File: src/common/seq_exit_pkg.sv
/*
 * Shared constants and types for the receive-exit sequencer and its timers.
 * Assumes a 100 MHz system clock and an APB master with 32-bit data.
 */
package seq_exit_pkg;

    // Clock
    localparam int CLK_PERIOD_NS = 10;

    // Timer tick periods in ns, and their lengths in clock cycles
    localparam int TICK_FINE_NS = 64000;
    localparam int TICK_MID_NS = 4100000;
    localparam int TICK_COARSE_NS = 262000000;
    localparam int TICK_FINE_CYC = TICK_FINE_NS / CLK_PERIOD_NS;
    localparam int TICK_MID_CYC = TICK_MID_NS / CLK_PERIOD_NS;
    localparam int TICK_COARSE_CYC = TICK_COARSE_NS / CLK_PERIOD_NS;
    localparam int PRESCALE_W = 25;

    // Register indices; byte address is four times the index
    localparam logic [7:0] IDX_EXIT_CFG = 8'h37;
    localparam logic [7:0] IDX_TICK_SEL = 8'h38;
    localparam logic [7:0] IDX_T1_MULT = 8'h39;
    localparam logic [7:0] IDX_T2_MULT = 8'h3a;
    localparam logic [7:0] IDX_CONTROL = 8'h40;
    localparam logic [7:0] IDX_IRQ_STATUS = 8'h41;
    localparam logic [7:0] IDX_IRQ_MASK = 8'h42;
    localparam logic [7:0] IDX_SEQ_STATE = 8'h43;

    // Reset values
    localparam logic [7:0] RST_EXIT_CFG = 8'h00;
    localparam logic [7:0] RST_TICK_SEL = 8'h00;
    localparam logic [7:0] RST_T1_MULT = 8'hf5;
    localparam logic [7:0] RST_T2_MULT = 8'h20;
    localparam logic [4:0] RST_CONTROL = 5'h00;

    // Tick select encoding
    localparam logic [1:0] TICK_OFF = 2'h0;
    localparam logic [1:0] TICK_FINE = 2'h1;
    localparam logic [1:0] TICK_MID = 2'h2;

    // Receive-exit select codes
    localparam logic [2:0] RX_PAYLOAD_STORE = 3'h1;
    localparam logic [2:0] RX_PAYLOAD_LOWPWR = 3'h2;
    localparam logic [2:0] RX_CHECKSUM_STORE = 3'h3;
    localparam logic [2:0] RX_LEVEL_HALT = 3'h4;
    localparam logic [2:0] RX_SYNC_HALT = 3'h5;
    localparam logic [2:0] RX_PREAMBLE_HALT = 3'h6;

    // Timeout-exit select codes
    localparam logic [1:0] TO_RELAUNCH = 2'h0;
    localparam logic [1:0] TO_TRANSMIT = 2'h1;
    localparam logic [1:0] TO_LOWPWR = 2'h2;

    // Packet-stored exit select codes
    localparam logic [2:0] PS_HALT = 3'h0;
    localparam logic [2:0] PS_TX_EMPTY = 3'h1;
    localparam logic [2:0] PS_LOWPWR = 3'h2;
    localparam logic [2:0] PS_RX_SYNTH = 3'h3;
    localparam logic [2:0] PS_RX_DIRECT = 3'h4;

    // Interrupt status bit positions of the timers; status_r puts the halt at bit 2, the receive timeout at bit 3
    localparam int IRQ_T1 = 0;
    localparam int IRQ_T2 = 1;
    localparam int IRQ_RX_TIMEOUT = 2;
    localparam int IRQ_HALTED = 3;
    localparam int IRQ_W = 4;

    // Sequencer states, Gray along halted-receive-stored-synth-transmit-idle
    typedef enum logic [2:0] {
        ST_HALTED = 3'h0,
        ST_RECEIVE = 3'h1,
        ST_PACKET_STORED = 3'h3,
        ST_FREQ_SYNTH = 3'h2,
        ST_TRANSMIT = 3'h6,
        ST_IDLE = 3'h7,
        ST_RELAUNCH = 3'h5
    } seq_state_t;

    // Receiver and buffer event pulses
    typedef struct packed {
        logic payload_complete_flag;
        logic checksum_good_flag;
        logic checksum_bad;
        logic signal_level_flag;
        logic sync_word_match_flag;
        logic preamble_seen_flag;
        logic signal_level_timeout;
        logic preamble_timeout;
        logic sync_timeout;
        logic buffer_empty_flag;
        logic packet_sent;
    } rx_events_t;

endpackage : seq_exit_pkg

File: src/hw/seq_exit_top.sv
/*
 * Receive-exit sequencer with two interval timers, APB register slave and
 * a masked interrupt output.
 * Assumes event inputs are one-cycle pulses synchronous to i_sys_clk and an
 * APB master that holds each request until it samples pready high.
 */
// Behaviour
// Receive-exit select 001 stores the packet and 010 takes the low-power choice on payload complete; 000 and 111 do nothing.
// Receive-exit select 011 stores the packet when the checksum-good flag rises.
// Receive-exit select 100 halts the sequencer on the signal-level flag.
// Receive-exit select 101 halts the sequencer on a sync-word match.
// Receive-exit select 110 halts the sequencer when a preamble is seen.
// With checksum on and autoflush off, a corrupted payload takes the timeout path instead of being stored.
// Timeout-exit select 00 relaunches the receiver, 01 transmits, 10 takes the low-power choice, 11 halts.
// Any of the three receive timeouts is a timeout event, and so is payload complete under receive-exit 011.
// Packet-stored exit 000 halts, 001 transmits once the buffer is empty, 010 takes the low-power choice.
// Packet-stored exit 011 returns to receive through synthesis if the frequency changed, 100 returns directly.
// First timer tick select 00 disables it, 01 is 64 us, 10 is 4.1 ms, 11 is 262 ms.
// Second timer tick select at bits 1-0 uses the same encoding as the first.
// First timer multiplier is read-write and resets to 0xf5.
// Second timer multiplier is read-write and resets to 0x20.
// The low-power choice halts when its select bit is 0 and goes idle when it is 1.
// On the first timer event in idle, go to transmit if idle-exit is 0, else to receive.
// An enabled timer fires when tick times multiplier has elapsed; a disabled one never fires.
`timescale 1ns/1ps
`default_nettype none

// Interval timer: prescaler to the selected tick, then counts ticks
module interval_timer
    import seq_exit_pkg::*;
#(
    parameter int FINE_CYC = TICK_FINE_CYC,
    parameter int MID_CYC = TICK_MID_CYC,
    parameter int COARSE_CYC = TICK_COARSE_CYC
) (
    input wire logic i_sys_clk,         // System clock
    input wire logic i_rstn,            // Async reset, active low
    input wire logic [1:0] i_tick_sel,  // Tick select
    input wire logic [7:0] i_mult,      // Multiplier
    output logic o_fire                 // One-cycle pulse at expiry
);
    logic [PRESCALE_W-1:0] pre_r;
    logic [PRESCALE_W-1:0] pre_last;
    logic [7:0] ticks_r;
    logic [1:0] sel_q_r;
    logic tick;
    logic expire;

    // Last prescaler value for the selected tick
    always_comb begin
        unique case (i_tick_sel)
            TICK_FINE: pre_last = PRESCALE_W'(FINE_CYC - 1);
            TICK_MID: pre_last = PRESCALE_W'(MID_CYC - 1);
            default: pre_last = PRESCALE_W'(COARSE_CYC - 1);
        endcase
    end

    assign tick = (i_tick_sel != TICK_OFF) && (pre_r == pre_last);
    // A multiplier of zero behaves as one tick
    assign expire = tick && ((ticks_r + 8'h01) >= i_mult);

    // Restart whenever disabled or the tick select changes
    always_ff @(posedge i_sys_clk or negedge i_rstn) begin
        if (!i_rstn) begin
            pre_r <= '0;
            ticks_r <= 8'h00;
            sel_q_r <= TICK_OFF;
        end else begin
            sel_q_r <= i_tick_sel;
            if (i_tick_sel == TICK_OFF || i_tick_sel != sel_q_r) begin
                pre_r <= '0;
                ticks_r <= 8'h00;
            end else if (tick) begin
                pre_r <= '0;
                ticks_r <= expire ? 8'h00 : ticks_r + 8'h01;
            end else begin
                pre_r <= pre_r + PRESCALE_W'(1);
            end
        end
    end

    // Registered expiry pulse
    always_ff @(posedge i_sys_clk or negedge i_rstn) begin
        if (!i_rstn) begin
            o_fire <= 1'b0;
        end else begin
            o_fire <= expire && (i_tick_sel == sel_q_r);
        end
    end
endmodule : interval_timer

module seq_exit_top
    import seq_exit_pkg::*;
#(
    parameter int FINE_CYC = TICK_FINE_CYC,
    parameter int MID_CYC = TICK_MID_CYC,
    parameter int COARSE_CYC = TICK_COARSE_CYC
) (
    input wire logic i_sys_clk,         // System clock, 100 MHz
    input wire logic i_rstn,            // Async reset, active low
    input wire logic i_psel,            // APB select
    input wire logic i_penable,         // APB enable
    input wire logic i_pwrite,          // APB direction
    input wire logic [11:0] i_paddr,    // APB byte address
    input wire logic [31:0] i_pwdata,   // APB write data
    output logic [31:0] o_prdata,       // APB read data
    output logic o_pready,              // APB ready
    output logic o_pslverr,             // APB error on unmapped address
    input wire rx_events_t i_ev,        // Event pulses
    input wire logic i_freq_changed,    // Frequency changed since receive
    output seq_state_t o_state,         // Sequencer state
    output logic o_relaunch,            // Receiver relaunch pulse
    output logic o_irq                  // Interrupt, active high level
);
    logic [7:0] exit_cfg_r;
    logic [3:0] tick_sel_r;
    logic [7:0] t1_mult_r;
    logic [7:0] t2_mult_r;
    logic [4:0] control_r;
    logic [IRQ_W-1:0] status_r;
    logic [IRQ_W-1:0] mask_r;
    seq_state_t state_r;
    seq_state_t state_nxt;
    logic t1_fire;
    logic t2_fire;
    logic timeout_ev;
    logic start_req;
    logic bus_access;
    logic bus_done;
    logic addr_ok;
    logic [7:0] idx;
    logic [31:0] rd_data;

    // Field aliases
    logic [2:0] receive_exit_select;
    logic [1:0] timeout_exit_select;
    logic [2:0] packet_stored_exit_select;
    logic low_power_select;
    logic idle_exit_select;
    logic checksum_enable;
    logic checksum_fail_autoflush;
    seq_state_t low_power_choice;
    seq_state_t timeout_target;

    assign receive_exit_select = exit_cfg_r[7:5];
    assign timeout_exit_select = exit_cfg_r[4:3];
    assign packet_stored_exit_select = exit_cfg_r[2:0];
    assign low_power_select = control_r[0];
    assign idle_exit_select = control_r[1];
    assign checksum_enable = control_r[2];
    assign checksum_fail_autoflush = control_r[3];

    // Bus decode: word-aligned index, access completes with pready high
    assign idx = i_paddr[9:2];
    assign bus_access = i_psel && i_penable && !o_pready;
    assign bus_done = i_psel && i_penable && o_pready;
    assign start_req = bus_done && i_pwrite && addr_ok
        && (idx == IDX_CONTROL) && i_pwdata[4];

    // Address map and read mux
    always_comb begin
        addr_ok = 1'b1;
        rd_data = 32'h0000_0000;
        if (i_paddr[11:10] != 2'h0 || i_paddr[1:0] != 2'h0) begin
            addr_ok = 1'b0;
        end else begin
            unique case (idx)
                IDX_EXIT_CFG: rd_data[7:0] = exit_cfg_r;
                IDX_TICK_SEL: rd_data[3:0] = tick_sel_r;
                IDX_T1_MULT: rd_data[7:0] = t1_mult_r;
                IDX_T2_MULT: rd_data[7:0] = t2_mult_r;
                IDX_CONTROL: rd_data[3:0] = control_r[3:0];
                IDX_IRQ_STATUS: rd_data[IRQ_W-1:0] = status_r;
                IDX_IRQ_MASK: rd_data[IRQ_W-1:0] = mask_r;
                IDX_SEQ_STATE: rd_data[2:0] = state_r;
                default: addr_ok = 1'b0;
            endcase
        end
    end

    // APB handshake: one wait state, read data captured before ready
    always_ff @(posedge i_sys_clk or negedge i_rstn) begin
        if (!i_rstn) begin
            o_pready <= 1'b0;
            o_prdata <= 32'h0000_0000;
            o_pslverr <= 1'b0;
        end else begin
            o_pready <= bus_access;
            if (bus_access) begin
                o_prdata <= i_pwrite ? 32'h0000_0000 : rd_data;
                o_pslverr <= !addr_ok;
            end else if (bus_done) begin
                o_pslverr <= 1'b0;
            end
        end
    end

    // Configuration registers
    always_ff @(posedge i_sys_clk or negedge i_rstn) begin
        if (!i_rstn) begin
            exit_cfg_r <= RST_EXIT_CFG;
            tick_sel_r <= RST_TICK_SEL[3:0];
            t1_mult_r <= RST_T1_MULT;
            t2_mult_r <= RST_T2_MULT;
            control_r <= RST_CONTROL;
            mask_r <= '0;
        end else if (bus_done && i_pwrite && addr_ok) begin
            unique case (idx)
                IDX_EXIT_CFG: exit_cfg_r <= i_pwdata[7:0];
                IDX_TICK_SEL: tick_sel_r <= i_pwdata[3:0];
                IDX_T1_MULT: t1_mult_r <= i_pwdata[7:0];
                IDX_T2_MULT: t2_mult_r <= i_pwdata[7:0];
                IDX_CONTROL: control_r <= {1'b0, i_pwdata[3:0]};
                IDX_IRQ_MASK: mask_r <= i_pwdata[IRQ_W-1:0];
                default: ;
            endcase
        end
    end

    // Timers
    interval_timer #(
        .FINE_CYC(FINE_CYC),
        .MID_CYC(MID_CYC),
        .COARSE_CYC(COARSE_CYC)
    ) u_first_timer (
        .i_sys_clk(i_sys_clk),
        .i_rstn(i_rstn),
        .i_tick_sel(tick_sel_r[3:2]),
        .i_mult(t1_mult_r),
        .o_fire(t1_fire)
    );

    interval_timer #(
        .FINE_CYC(FINE_CYC),
        .MID_CYC(MID_CYC),
        .COARSE_CYC(COARSE_CYC)
    ) u_second_timer (
        .i_sys_clk(i_sys_clk),
        .i_rstn(i_rstn),
        .i_tick_sel(tick_sel_r[1:0]),
        .i_mult(t2_mult_r),
        .o_fire(t2_fire)
    );

    // Receive timeout event
    assign timeout_ev = i_ev.signal_level_timeout || i_ev.preamble_timeout
        || i_ev.sync_timeout;

    // Low-power choice target
    assign low_power_choice = low_power_select ? ST_IDLE : ST_HALTED;

    // Action on a receive timeout
    always_comb begin
        unique case (timeout_exit_select)
            TO_RELAUNCH: timeout_target = ST_RELAUNCH;
            TO_TRANSMIT: timeout_target = ST_TRANSMIT;
            TO_LOWPWR: timeout_target = low_power_choice;
            default: timeout_target = ST_HALTED;
        endcase
    end

    // Next sequencer state
    always_comb begin
        state_nxt = state_r;
        unique case (state_r)
            ST_HALTED: begin
                if (start_req) begin
                    state_nxt = ST_RECEIVE;
                end
            end
            ST_RECEIVE: begin
                if (timeout_ev) begin
                    state_nxt = timeout_target;
                end else begin
                    unique case (receive_exit_select)
                        RX_PAYLOAD_STORE: begin
                            if (i_ev.payload_complete_flag) begin
                                if (checksum_enable && !checksum_fail_autoflush
                                    && i_ev.checksum_bad) begin
                                    state_nxt = timeout_target;
                                end else begin
                                    state_nxt = ST_PACKET_STORED;
                                end
                            end
                        end
                        RX_PAYLOAD_LOWPWR: begin
                            if (i_ev.payload_complete_flag) begin
                                state_nxt = low_power_choice;
                            end
                        end
                        RX_CHECKSUM_STORE: begin
                            if (i_ev.checksum_good_flag) begin
                                state_nxt = ST_PACKET_STORED;
                            end else if (i_ev.payload_complete_flag) begin
                                state_nxt = timeout_target;
                            end
                        end
                        RX_LEVEL_HALT: begin
                            if (i_ev.signal_level_flag) begin
                                state_nxt = ST_HALTED;
                            end
                        end
                        RX_SYNC_HALT: begin
                            if (i_ev.sync_word_match_flag) begin
                                state_nxt = ST_HALTED;
                            end
                        end
                        RX_PREAMBLE_HALT: begin
                            if (i_ev.preamble_seen_flag) begin
                                state_nxt = ST_HALTED;
                            end
                        end
                        default: ;
                    endcase
                end
            end
            ST_PACKET_STORED: begin
                unique case (packet_stored_exit_select)
                    PS_HALT: state_nxt = ST_HALTED;
                    PS_TX_EMPTY: begin
                        if (i_ev.buffer_empty_flag) begin
                            state_nxt = ST_TRANSMIT;
                        end
                    end
                    PS_LOWPWR: state_nxt = low_power_choice;
                    PS_RX_SYNTH: begin
                        state_nxt = i_freq_changed ? ST_FREQ_SYNTH
                            : ST_RECEIVE;
                    end
                    PS_RX_DIRECT: state_nxt = ST_RECEIVE;
                    default: ;
                endcase
            end
            ST_FREQ_SYNTH: state_nxt = ST_RECEIVE;
            ST_RELAUNCH: state_nxt = ST_RECEIVE;
            ST_TRANSMIT: begin
                if (i_ev.packet_sent) begin
                    state_nxt = low_power_choice;
                end
            end
            ST_IDLE: begin
                if (t1_fire) begin
                    state_nxt = idle_exit_select ? ST_RECEIVE
                        : ST_TRANSMIT;
                end
            end
            default: state_nxt = ST_HALTED;
        endcase
    end

    // Sequencer state and its registered outputs
    always_ff @(posedge i_sys_clk or negedge i_rstn) begin
        if (!i_rstn) begin
            state_r <= ST_HALTED;
            o_state <= ST_HALTED;
            o_relaunch <= 1'b0;
        end else begin
            state_r <= state_nxt;
            o_state <= state_nxt;
            o_relaunch <= (state_nxt == ST_RELAUNCH);
        end
    end

    // Sticky status, write one to clear; a new event wins over the clear
    always_ff @(posedge i_sys_clk or negedge i_rstn) begin
        if (!i_rstn) begin
            status_r <= '0;
        end else begin
            if (bus_done && i_pwrite && addr_ok && idx == IDX_IRQ_STATUS) begin
                status_r <= (status_r & ~i_pwdata[IRQ_W-1:0])
                    | {state_r == ST_RECEIVE && timeout_ev,
                       state_nxt == ST_HALTED && state_r != ST_HALTED,
                       t2_fire, t1_fire};
            end else begin
                status_r <= status_r
                    | {state_r == ST_RECEIVE && timeout_ev,
                       state_nxt == ST_HALTED && state_r != ST_HALTED,
                       t2_fire, t1_fire};
            end
        end
    end

    // Interrupt level from unmasked status
    always_ff @(posedge i_sys_clk or negedge i_rstn) begin
        if (!i_rstn) begin
            o_irq <= 1'b0;
        end else begin
            o_irq <= |(status_r & mask_r);
        end
    end
endmodule : seq_exit_top

`default_nettype wire

File: config.mk
export PLATFORM = sky130hd
export DESIGN_NAME = seq_exit_top
export DESIGN_NICKNAME = d
export VERILOG_FILES = /design/src/common/seq_exit_pkg.sv /design/src/hw/seq_exit_top.sv
export SDC_FILE = /design/constraint.sdc
export NUM_CORES = 1
export LEC_CHECK = 0
export BUFFER_PORTS_ARGS = -buffer_cell sky130_fd_sc_hd__clkbuf_2
export CAP_MARGIN = 30
export CORE_ASPECT_RATIO = 1.1
export CORE_UTILIZATION = 30
export CTS_BUF_LIST = sky130_fd_sc_hd__clkbuf_4
export CTS_CLUSTER_DIAMETER = 200
export CTS_CLUSTER_SIZE = 24
export DETAILED_ROUTE_END_ITERATION = 10
export HOLD_SLACK_MARGIN = 0.12
export PLACE_DENSITY_LB_ADDON = 0.25
export SYNTH_ARGS = -nofsm -noshare
export SYNTH_HDL_FRONTEND = slang
export SYNTH_SLANG_ARGS = --single-unit
export TNS_END_PERCENT = 30
File: constraint.sdc
create_clock -name i_sys_clk -period 3.8 [get_ports i_sys_clk]
set_input_delay 1.14 -clock i_sys_clk [delete_from_list [all_inputs] [get_ports i_sys_clk]]
set_output_delay 1.14 -clock i_sys_clk [all_outputs]
set_load 0.01 [all_outputs]
==> results.sh, run 1 <==
export IMPL_status="finished clean"
export IMPL_avgSynthCellArea_sq_um=9.916
export IMPL_core_area_sq_um=23770
export IMPL_syn_area_sq_um=7278
export IMPL_drv_cap=0
export IMPL_die_x_microns=150.5
export IMPL_ir_drop_v=0.0001440
export IMPL_rows=59
export IMPL_path_cells="ha_1 -> nor2b_1 -> or2_2 -> ha_1 -> o21a_1 -> nor2_1 -> o31ai_1 -> a2111oi_4 -> a21bo_2 -> o21ai_0"
export IMPL_fmax_mhz=352.9
export IMPL_grt_pass1_wl_microns=27170
export IMPL_drive_gt1_share_pct=20.15
export IMPL_cts_post_setup_buffers_inserted=0
export IMPL_ant_nets=0
export IMPL_r2r_slack_ns=0.97
export IMPL_cp_buffers_inverters=0
export IMPL_ys_seq_area_share_pct=43.79
export IMPL_wl_per_cell_microns=14.71
export IMPL_period_share_pct=74.56
export IMPL_path_class="reg2reg"
export IMPL_clkPwrFrac_pct=40.8
export IMPL_min_to="status_r[1]$_DFF_PN0_"
export IMPL_finalNetCount=888
export IMPL_vias_per_cell=4.861
export IMPL_synth_cell_types=75
export IMPL_finalPower_w=0.002480
export IMPL_cts_root_buf="clkbuf_4"
export IMPL_clock_skew_ns=0.02680
export IMPL_hold_viol_final=0
export IMPL_cts_buffer_depth=2
export IMPL_synthCells=734
export IMPL_ys_flop_type="dfrtp_1"
export IMPL_crit_required_ns=4.28
export IMPL_final_cell_mix="dfrtp_1, nor2_1, nand2_1"
export IMPL_final_max_slew_viol_count=0
export IMPL_worstMarginPinSlew_ns=0.7939
export IMPL_clk_insertion_delay_late_ns=0.57
export IMPL_startpoint_type="flip-flop"
export IMPL_end_kind="flip-flop"
export IMPL_grtUsageTotal_pct=14.06
export IMPL_cts_buffers=17
export IMPL_hold_start="u_second_timer.o_fire$_DFF_PN0_"
export IMPL_overflow=0
export IMPL_holdBufCountCts=0
export IMPL_start_util_pct=30.62
export IMPL_routed_wl_microns=16490
export IMPL_hpwlAfterDp_microns=11960
export IMPL_ff2ff_path_depth=10
export IMPL_synthArstFlopShare_pct=100.0
export IMPL_relSlewSlack_pct=46.38
export IMPL_chipHeight_microns=165.4
export IMPL_path_delay_family="compound AO/OA/AOI/OAI gates"
export IMPL_htree_levels=4
export IMPL_p_sw_share_pct=27.34
export IMPL_drc=0
export IMPL_finalWeightedCongestion=0.8369
export IMPL_fillers=2459
export IMPL_path_clk_slew_ns=0.13
export IMPL_crit_top_cell="ha_1"
export IMPL_synth_warning_count=0
export IMPL_cts_resized=0
export IMPL_firstDrtPassIters=5
export IMPL_slowest_stage="a2111oi_4"
export IMPL_fp_dieArea_sq_um=24890
export IMPL_p_sw_w=0.0006781
export IMPL_intPower_w=0.001802
export IMPL_timing_rr_start="u_first_timer.ticks_r[0]$_DFFE_PN0P_"
export IMPL_ys_seq_elements=127
export IMPL_arrival_ns=3.31
export IMPL_cts_tree="yes"
export IMPL_antenna_found_initial=1
export IMPL_p_leak_nw=3.591
export IMPL_grt_pass1_vias=5394
export IMPL_min_path_cells=1
export IMPL_mostFrequentLayoutCell="dfrtp_1"
export IMPL_setup_viol=0
export IMPL_drt_initial_drc_count=298
export IMPL_p_comb_share_pct=4.6
export IMPL_cp_slowest_stage_delay_ns=0.60
export IMPL_power_density_nw_per_um2=302.6
export IMPL_portBuffers=51
export IMPL_clkSinkCount=127
export IMPL_finalSetupTns_ns=0
export IMPL_area_delta_synth_final_pct=12.60
export IMPL_grt_max_degree=103
export IMPL_min_path_type="reg2reg"
export IMPL_rsz0062_at_grt="false"
export IMPL_seq_power_share_pct=54.7
export IMPL_ios=100
export IMPL_vias=5449
export IMPL_critPathMaxFanout=8
export IMPL_min_period_ns=2.833
export IMPL_synth_edff_count=0
export IMPL_reg2reg_to="u_first_timer.ticks_r[5]$_DFFE_PN0P_"
## power groups by stage
| stage | sequential, W | combinational, W | clock [W] |
|---|---|---|---|
| final | 0.00136 | 0.000113 | 0.00101 |
| after CTS | 0.00136 | 0.000113 | 0.00106 |
| after global routing | 0.00136 | 0.000129 | 0.00112 |
| after detailed placement | 0.00138 | 0.000112 | 0 |
| after global placement | 0.00138 | 0.000112 | 0 |
| after floorplan | 0.00138 | 0.0000562 | 0 |
## Yosys cell counts, types with 3 or more instances
master | n | area (sq um)
a22oi_1 | 4 | 30.03
o211ai_1 | 3 | 22.52
o22ai_1 | 3 | 18.77
a222oi_1 | 4 | 40.04
dfstp_2 | 7 | 183.9
nor2_1 | 88 | 330.3
mux2_2 | 36 | 405.4
a211oi_1 | 5 | 37.54
nand3b_1 | 3 | 22.52
nand3_1 | 30 | 150.1
a21o_1 | 6 | 45.04
buf_2 | 6 | 30.03
a21oi_1 | 11 | 55.05
a22o_1 | 12 | 105.1
buf_4 | 24 | 180.2
o21ai_0 | 25 | 125.1
or4_1 | 3 | 22.52
xnor2_1 | 29 | 254.0
nor4_1 | 9 | 56.30
and2_1 | 3 | 18.77
clkbuf_1 | 10 | 37.54
o21a_1 | 3 | 22.52
a31oi_1 | 6 | 37.54
nand4b_1 | 4 | 35.03
inv_1 | 41 | 153.9
and3_1 | 11 | 68.82
nor2b_1 | 10 | 62.56
mux2i_1 | 6 | 60.06
nand2_1 | 55 | 206.5
ha_1 | 26 | 325.3
xor2_1 | 30 | 262.8
dfrtp_1 | 120 | 3003
or2_2 | 7 | 43.79
nand4_1 | 13 | 81.33
nor3_1 | 12 | 60.06
nor4bb_1 | 4 | 40.04
nand2b_1 | 14 | 87.58
## worst reg2reg max path, stage by stage (launching register included)
cell and delay, ns:
dfrtp_1 0.45, ha_1 0.25, nor2b_1 0.14, or2_2 0.28, ha_1 0.28, o21a_1 0.18, nor2_1 0.09, o31ai_1 0.14
a2111oi_4 0.61, a21bo_2 0.28, o21ai_0 0.06
## layer usage
metal,vias to the layer above,part of all wire [%],track usage (%)
li1,2716,-,-
met1,2615,48,18.04
met2,93,47,22.48
met3,25,3.2,3.324
met4,0,2.2,6.061
met5,-,0,0
## how the worst max path moves through the flow
stage | start | slack [ns] | endpoint | depth (start not counted)
floorplan | i_paddr[11] | 0.71 | exit_cfg_r[0]$_DFFE_PN0P_ | 4
global placement | i_paddr[11] | 0.44 | tick_sel_r[2]$_DFFE_PN0P_ | 6
detailed placement | i_paddr[11] | 0.44 | tick_sel_r[2]$_DFFE_PN0P_ | 6
CTS | u_first_timer.ticks_r[0]$_DFFE_PN0P_ | 0.94 | u_first_timer.ticks_r[5]$_DFFE_PN0P_ | 9
global route | u_first_timer.ticks_r[0]$_DFFE_PN0P_ | 0.74 | u_first_timer.ticks_r[5]$_DFFE_PN0P_ | 11
finish | u_first_timer.ticks_r[0]$_DFFE_PN0P_ | 0.97 | u_first_timer.ticks_r[5]$_DFFE_PN0P_ | 10
## registers in the layout, indices dropped and copies added (netlist names), 2 cells and up
| signal | count |
|---|---|
| status_r | 4 |
| state_r | 3 |
| u_second_timer.pre_r | 25 |
| t2_mult_r | 8 |
| u_first_timer.sel_q_r | 2 |
| o_prdata | 8 |
| u_first_timer.ticks_r | 8 |
| u_second_timer.ticks_r | 8 |
| t1_mult_r | 8 |
| u_second_timer.sel_q_r | 2 |
| control_r | 4 |
| u_first_timer.pre_r | 25 |
| mask_r | 4 |
| exit_cfg_r | 8 |
| tick_sel_r | 4 |
## metrics by stage
step                std cells  area, sq um  setup slack, ns  utilization (%)  hold WS, ns
global route             1121         8195           0.7372            34.48       0.4594
floorplan                 757         7365           0.7050                -       0.4044
global placement         1086         7861           0.4381            33.07       0.4073
detailed placement       1086         7861           0.4366            33.07       0.4246
finish                   1121         8195           0.9665            34.48       0.4563
CTS                      1118         8163           0.9390            34.34       0.4563
## layout make-up
cell class                 count  area (sq um)  share of cell area, %
antenna                        2         5.005                0.06107
clock buffer                  17         127.6                  1.557
clock inverter                15         173.9                  2.122
inverter                      41         153.9                  1.878
multi-input combinational    548          3772                  46.03
sequential                   127          3187                  38.89
tap                          305         381.6                  4.656
timing repair buffer          66         394.1                  4.809
## cell families (layout without fill, tap and decap cells)
kind of cell	Yosys count	in the layout	share of synthesized area (%)
AND/OR/NAND/NOR	285	285	20.66
flip-flops	127	127	43.79
AO/OA/AOI/OAI	110	110	11.35
buffers and inverters	82	139	5.570
XOR/XNOR	59	59	7.100
multiplexers	44	44	7.014
adder cells (fa/ha/maj)	26	26	4.470
other	1	26	0.05152
No activity file was read; power rests on OpenSTA's default activity.
==> run 2: changes to the inputs <==
Clock period 3.8 ns to 2.4 ns, I/O delays scaled along.
==> results.sh, run 2 (synthesis results as in run 1) <==
export IMPL_ios=100
export IMPL_finalNetCount=961
export IMPL_drc=0
export IMPL_cts_buffer_depth=2
export IMPL_cts_root_buf="clkbuf_4"
export IMPL_start_util_pct=30.62
export IMPL_clkSinkCount=127
export IMPL_overflow=0
export IMPL_wl_per_cell_microns=14.55
export IMPL_rsz0062_at_grt="true"
export IMPL_power_density_nw_per_um2=442.0
export IMPL_hold_start="u_second_timer.o_fire$_DFF_PN0_"
export IMPL_met2_length_microns=8485
export IMPL_chipHeight_microns=165.4
export IMPL_r2r_slack_ns=-0.08
export IMPL_drv_cap=0
export IMPL_finalWeightedCongestion=0.8943
export IMPL_vias=5790
export IMPL_area_delta_synth_final_pct=24.05
export IMPL_finalSetupTns_ns=-0.3393
export IMPL_dp_slack_ns=-0.3754
export IMPL_min_path_type="reg2reg"
export IMPL_path_class="reg2reg"
export IMPL_grt_max_degree=53
export IMPL_routed_wl_microns=17340
export IMPL_vias_per_cell=4.857
export IMPL_drt_initial_drc_count=274
export IMPL_fp_dieArea_sq_um=24890
export IMPL_p_leak_nw=4.001
export IMPL_setup_ws_ns=-0.07981
export IMPL_reg2reg_to="u_first_timer.ticks_r[5]$_DFFE_PN0P_"
export IMPL_diodes=0
export IMPL_core_area_sq_um=23770
export IMPL_ir_drop_v=0.0002468
export IMPL_clk_insertion_delay_late_ns=0.56
export IMPL_reg_top3="u_first_timer.pre_r x25, u_second_timer.pre_r x25"
export IMPL_violations="setup timing"
export IMPL_grt_pass1_wl_microns=28950
export IMPL_startpoint_type="flip-flop"
export IMPL_maxUsedRoutingLayer="met4"
export IMPL_fmax_mhz=403.3
export IMPL_firstDrtPassIters=5
export IMPL_cts_buffers=17
export IMPL_met1_length_microns=8030
export IMPL_status="complete, but fails checks"
export IMPL_die_x_microns=150.5
export IMPL_critPathMaxFanout=5
export IMPL_end_kind="flip-flop"
export IMPL_arrival_ns=2.95
export IMPL_portBuffers=51
export IMPL_antenna_found_initial=0
export IMPL_setup_viol=6
export IMPL_stdcell_area_sq_um=9029
export IMPL_hpwlAfterDp_microns=12800
export IMPL_grtUsageTotal_pct=14.86
export IMPL_post_dp_cell_area_sq_um=8364
export IMPL_route_met3_wl_microns=450
export IMPL_min_path_cells=1
export IMPL_ant_nets=0
export IMPL_ff2ff_path_depth=10
export IMPL_final_cell_mix="dfrtp_1, nor2_1, buf_4"
export IMPL_crit_required_ns=2.87
export IMPL_mostFrequentLayoutCell="dfrtp_1"
export IMPL_hold_viol_final=0
export IMPL_clock_skew_ns=0.01998
export IMPL_relSlewSlack_pct=51.28
export IMPL_min_to="status_r[1]$_DFF_PN0_"
export IMPL_path_clk_slew_ns=0.11
export IMPL_period_share_pct=103.3
export IMPL_final_max_slew_viol_count=0
export IMPL_rows=59
export IMPL_worstMarginPinSlew_ns=0.7281
export IMPL_htree_levels=4
export IMPL_min_period_ns=2.480
export IMPL_grt_pass1_vias=5752
export IMPL_timing_rr_start="u_first_timer.ticks_r[1]$_DFFE_PN0P_"
export IMPL_drive_gt1_share_pct=30.21
export IMPL_cts_tree="yes"
run 2: worst max path at each step:
| stage | start | slack [ns] | end |
|---|---|---|---|
| floorplan | i_paddr[11] | -0.22 | exit_cfg_r[0]$_DFFE_PN0P_ |
| global placement | i_paddr[11] | -0.37 | tick_sel_r[1]$_DFFE_PN0P_ |
| detailed placement | i_paddr[11] | -0.38 | tick_sel_r[0]$_DFFE_PN0P_ |
| CTS | u_first_timer.ticks_r[1]$_DFFE_PN0P_ | -0.11 | u_first_timer.ticks_r[5]$_DFFE_PN0P_ |
| global route | u_first_timer.ticks_r[1]$_DFFE_PN0P_ | -0.24 | u_first_timer.ticks_r[7]$_DFFE_PN0P_ |
| finish | u_first_timer.ticks_r[1]$_DFFE_PN0P_ | -0.08 | u_first_timer.ticks_r[5]$_DFFE_PN0P_ |
run 2: metal layers:
layer,vias up,global-route usage (%)
met5,-,0
met4,0,6.061
met3,26,2.582
met2,83,24.78
met1,2831,18.95
li1,2850,-
run 2: cell type report:
cell class | instances | area, sq um
Clock buffer | 19 | 142.6
Clock inverter | 13 | 171.4
Fill cell | 2411 | 14740
Inverter | 41 | 153.9
Multi-Input combinational cell | 548 | 4045
Sequential cell | 127 | 3188
Tap cell | 305 | 381.6
Timing Repair Buffer | 139 | 945.9
run 2: worst max-delay path: stages (launching register included):
cell and delay, ns:
dfrtp_1 0.44, ha_4 0.19, nor2b_1 0.13, or2_4 0.25, ha_4 0.21, o21a_1 0.19
nor2_2 0.13, o31ai_4 0.10, a2111oi_4 0.45, a21bo_2 0.26, o21ai_1 0.07
run 2: stage by stage:
stage / hold WS, ns / util, % / power, W / std cells
floorplan: 0.4044 / - / 0.002278 / 757
finish: 0.4180 / 37.98 / 0.003991 / 1192
detailed placement: 0.4111 / 35.19 / 0.002381 / 1151
CTS: 0.4085 / 36.97 / 0.004065 / 1187
global placement: 0.4065 / 35.19 / 0.002381 / 1151
global route: 0.4256 / 37.98 / 0.004174 / 1192
run 2: repair_timing:
action | in CTS | in global routing
gates resized for setup | 16 | 39
hold buffers | 1 | 0
pin swaps | 10 | 13
buffers inserted | 3 | 4
cloned | 0 | 1
hold endpoints to repair | 42 | 0
endpoints found under the setup margin | 9 | 58
run 2: report_power, final:
| group | internal (W) | total, W | switching [W] |
|---|---|---|---|
| sequential | 0.00214 | 0.00215 | 0.00000297 |
| combinational | 0.0000643 | 0.000191 | 0.000127 |
| clock | 0.000836 | 0.00165 | 0.000818 |
| total | 0.00304 | 0.00399 | 0.000947 |
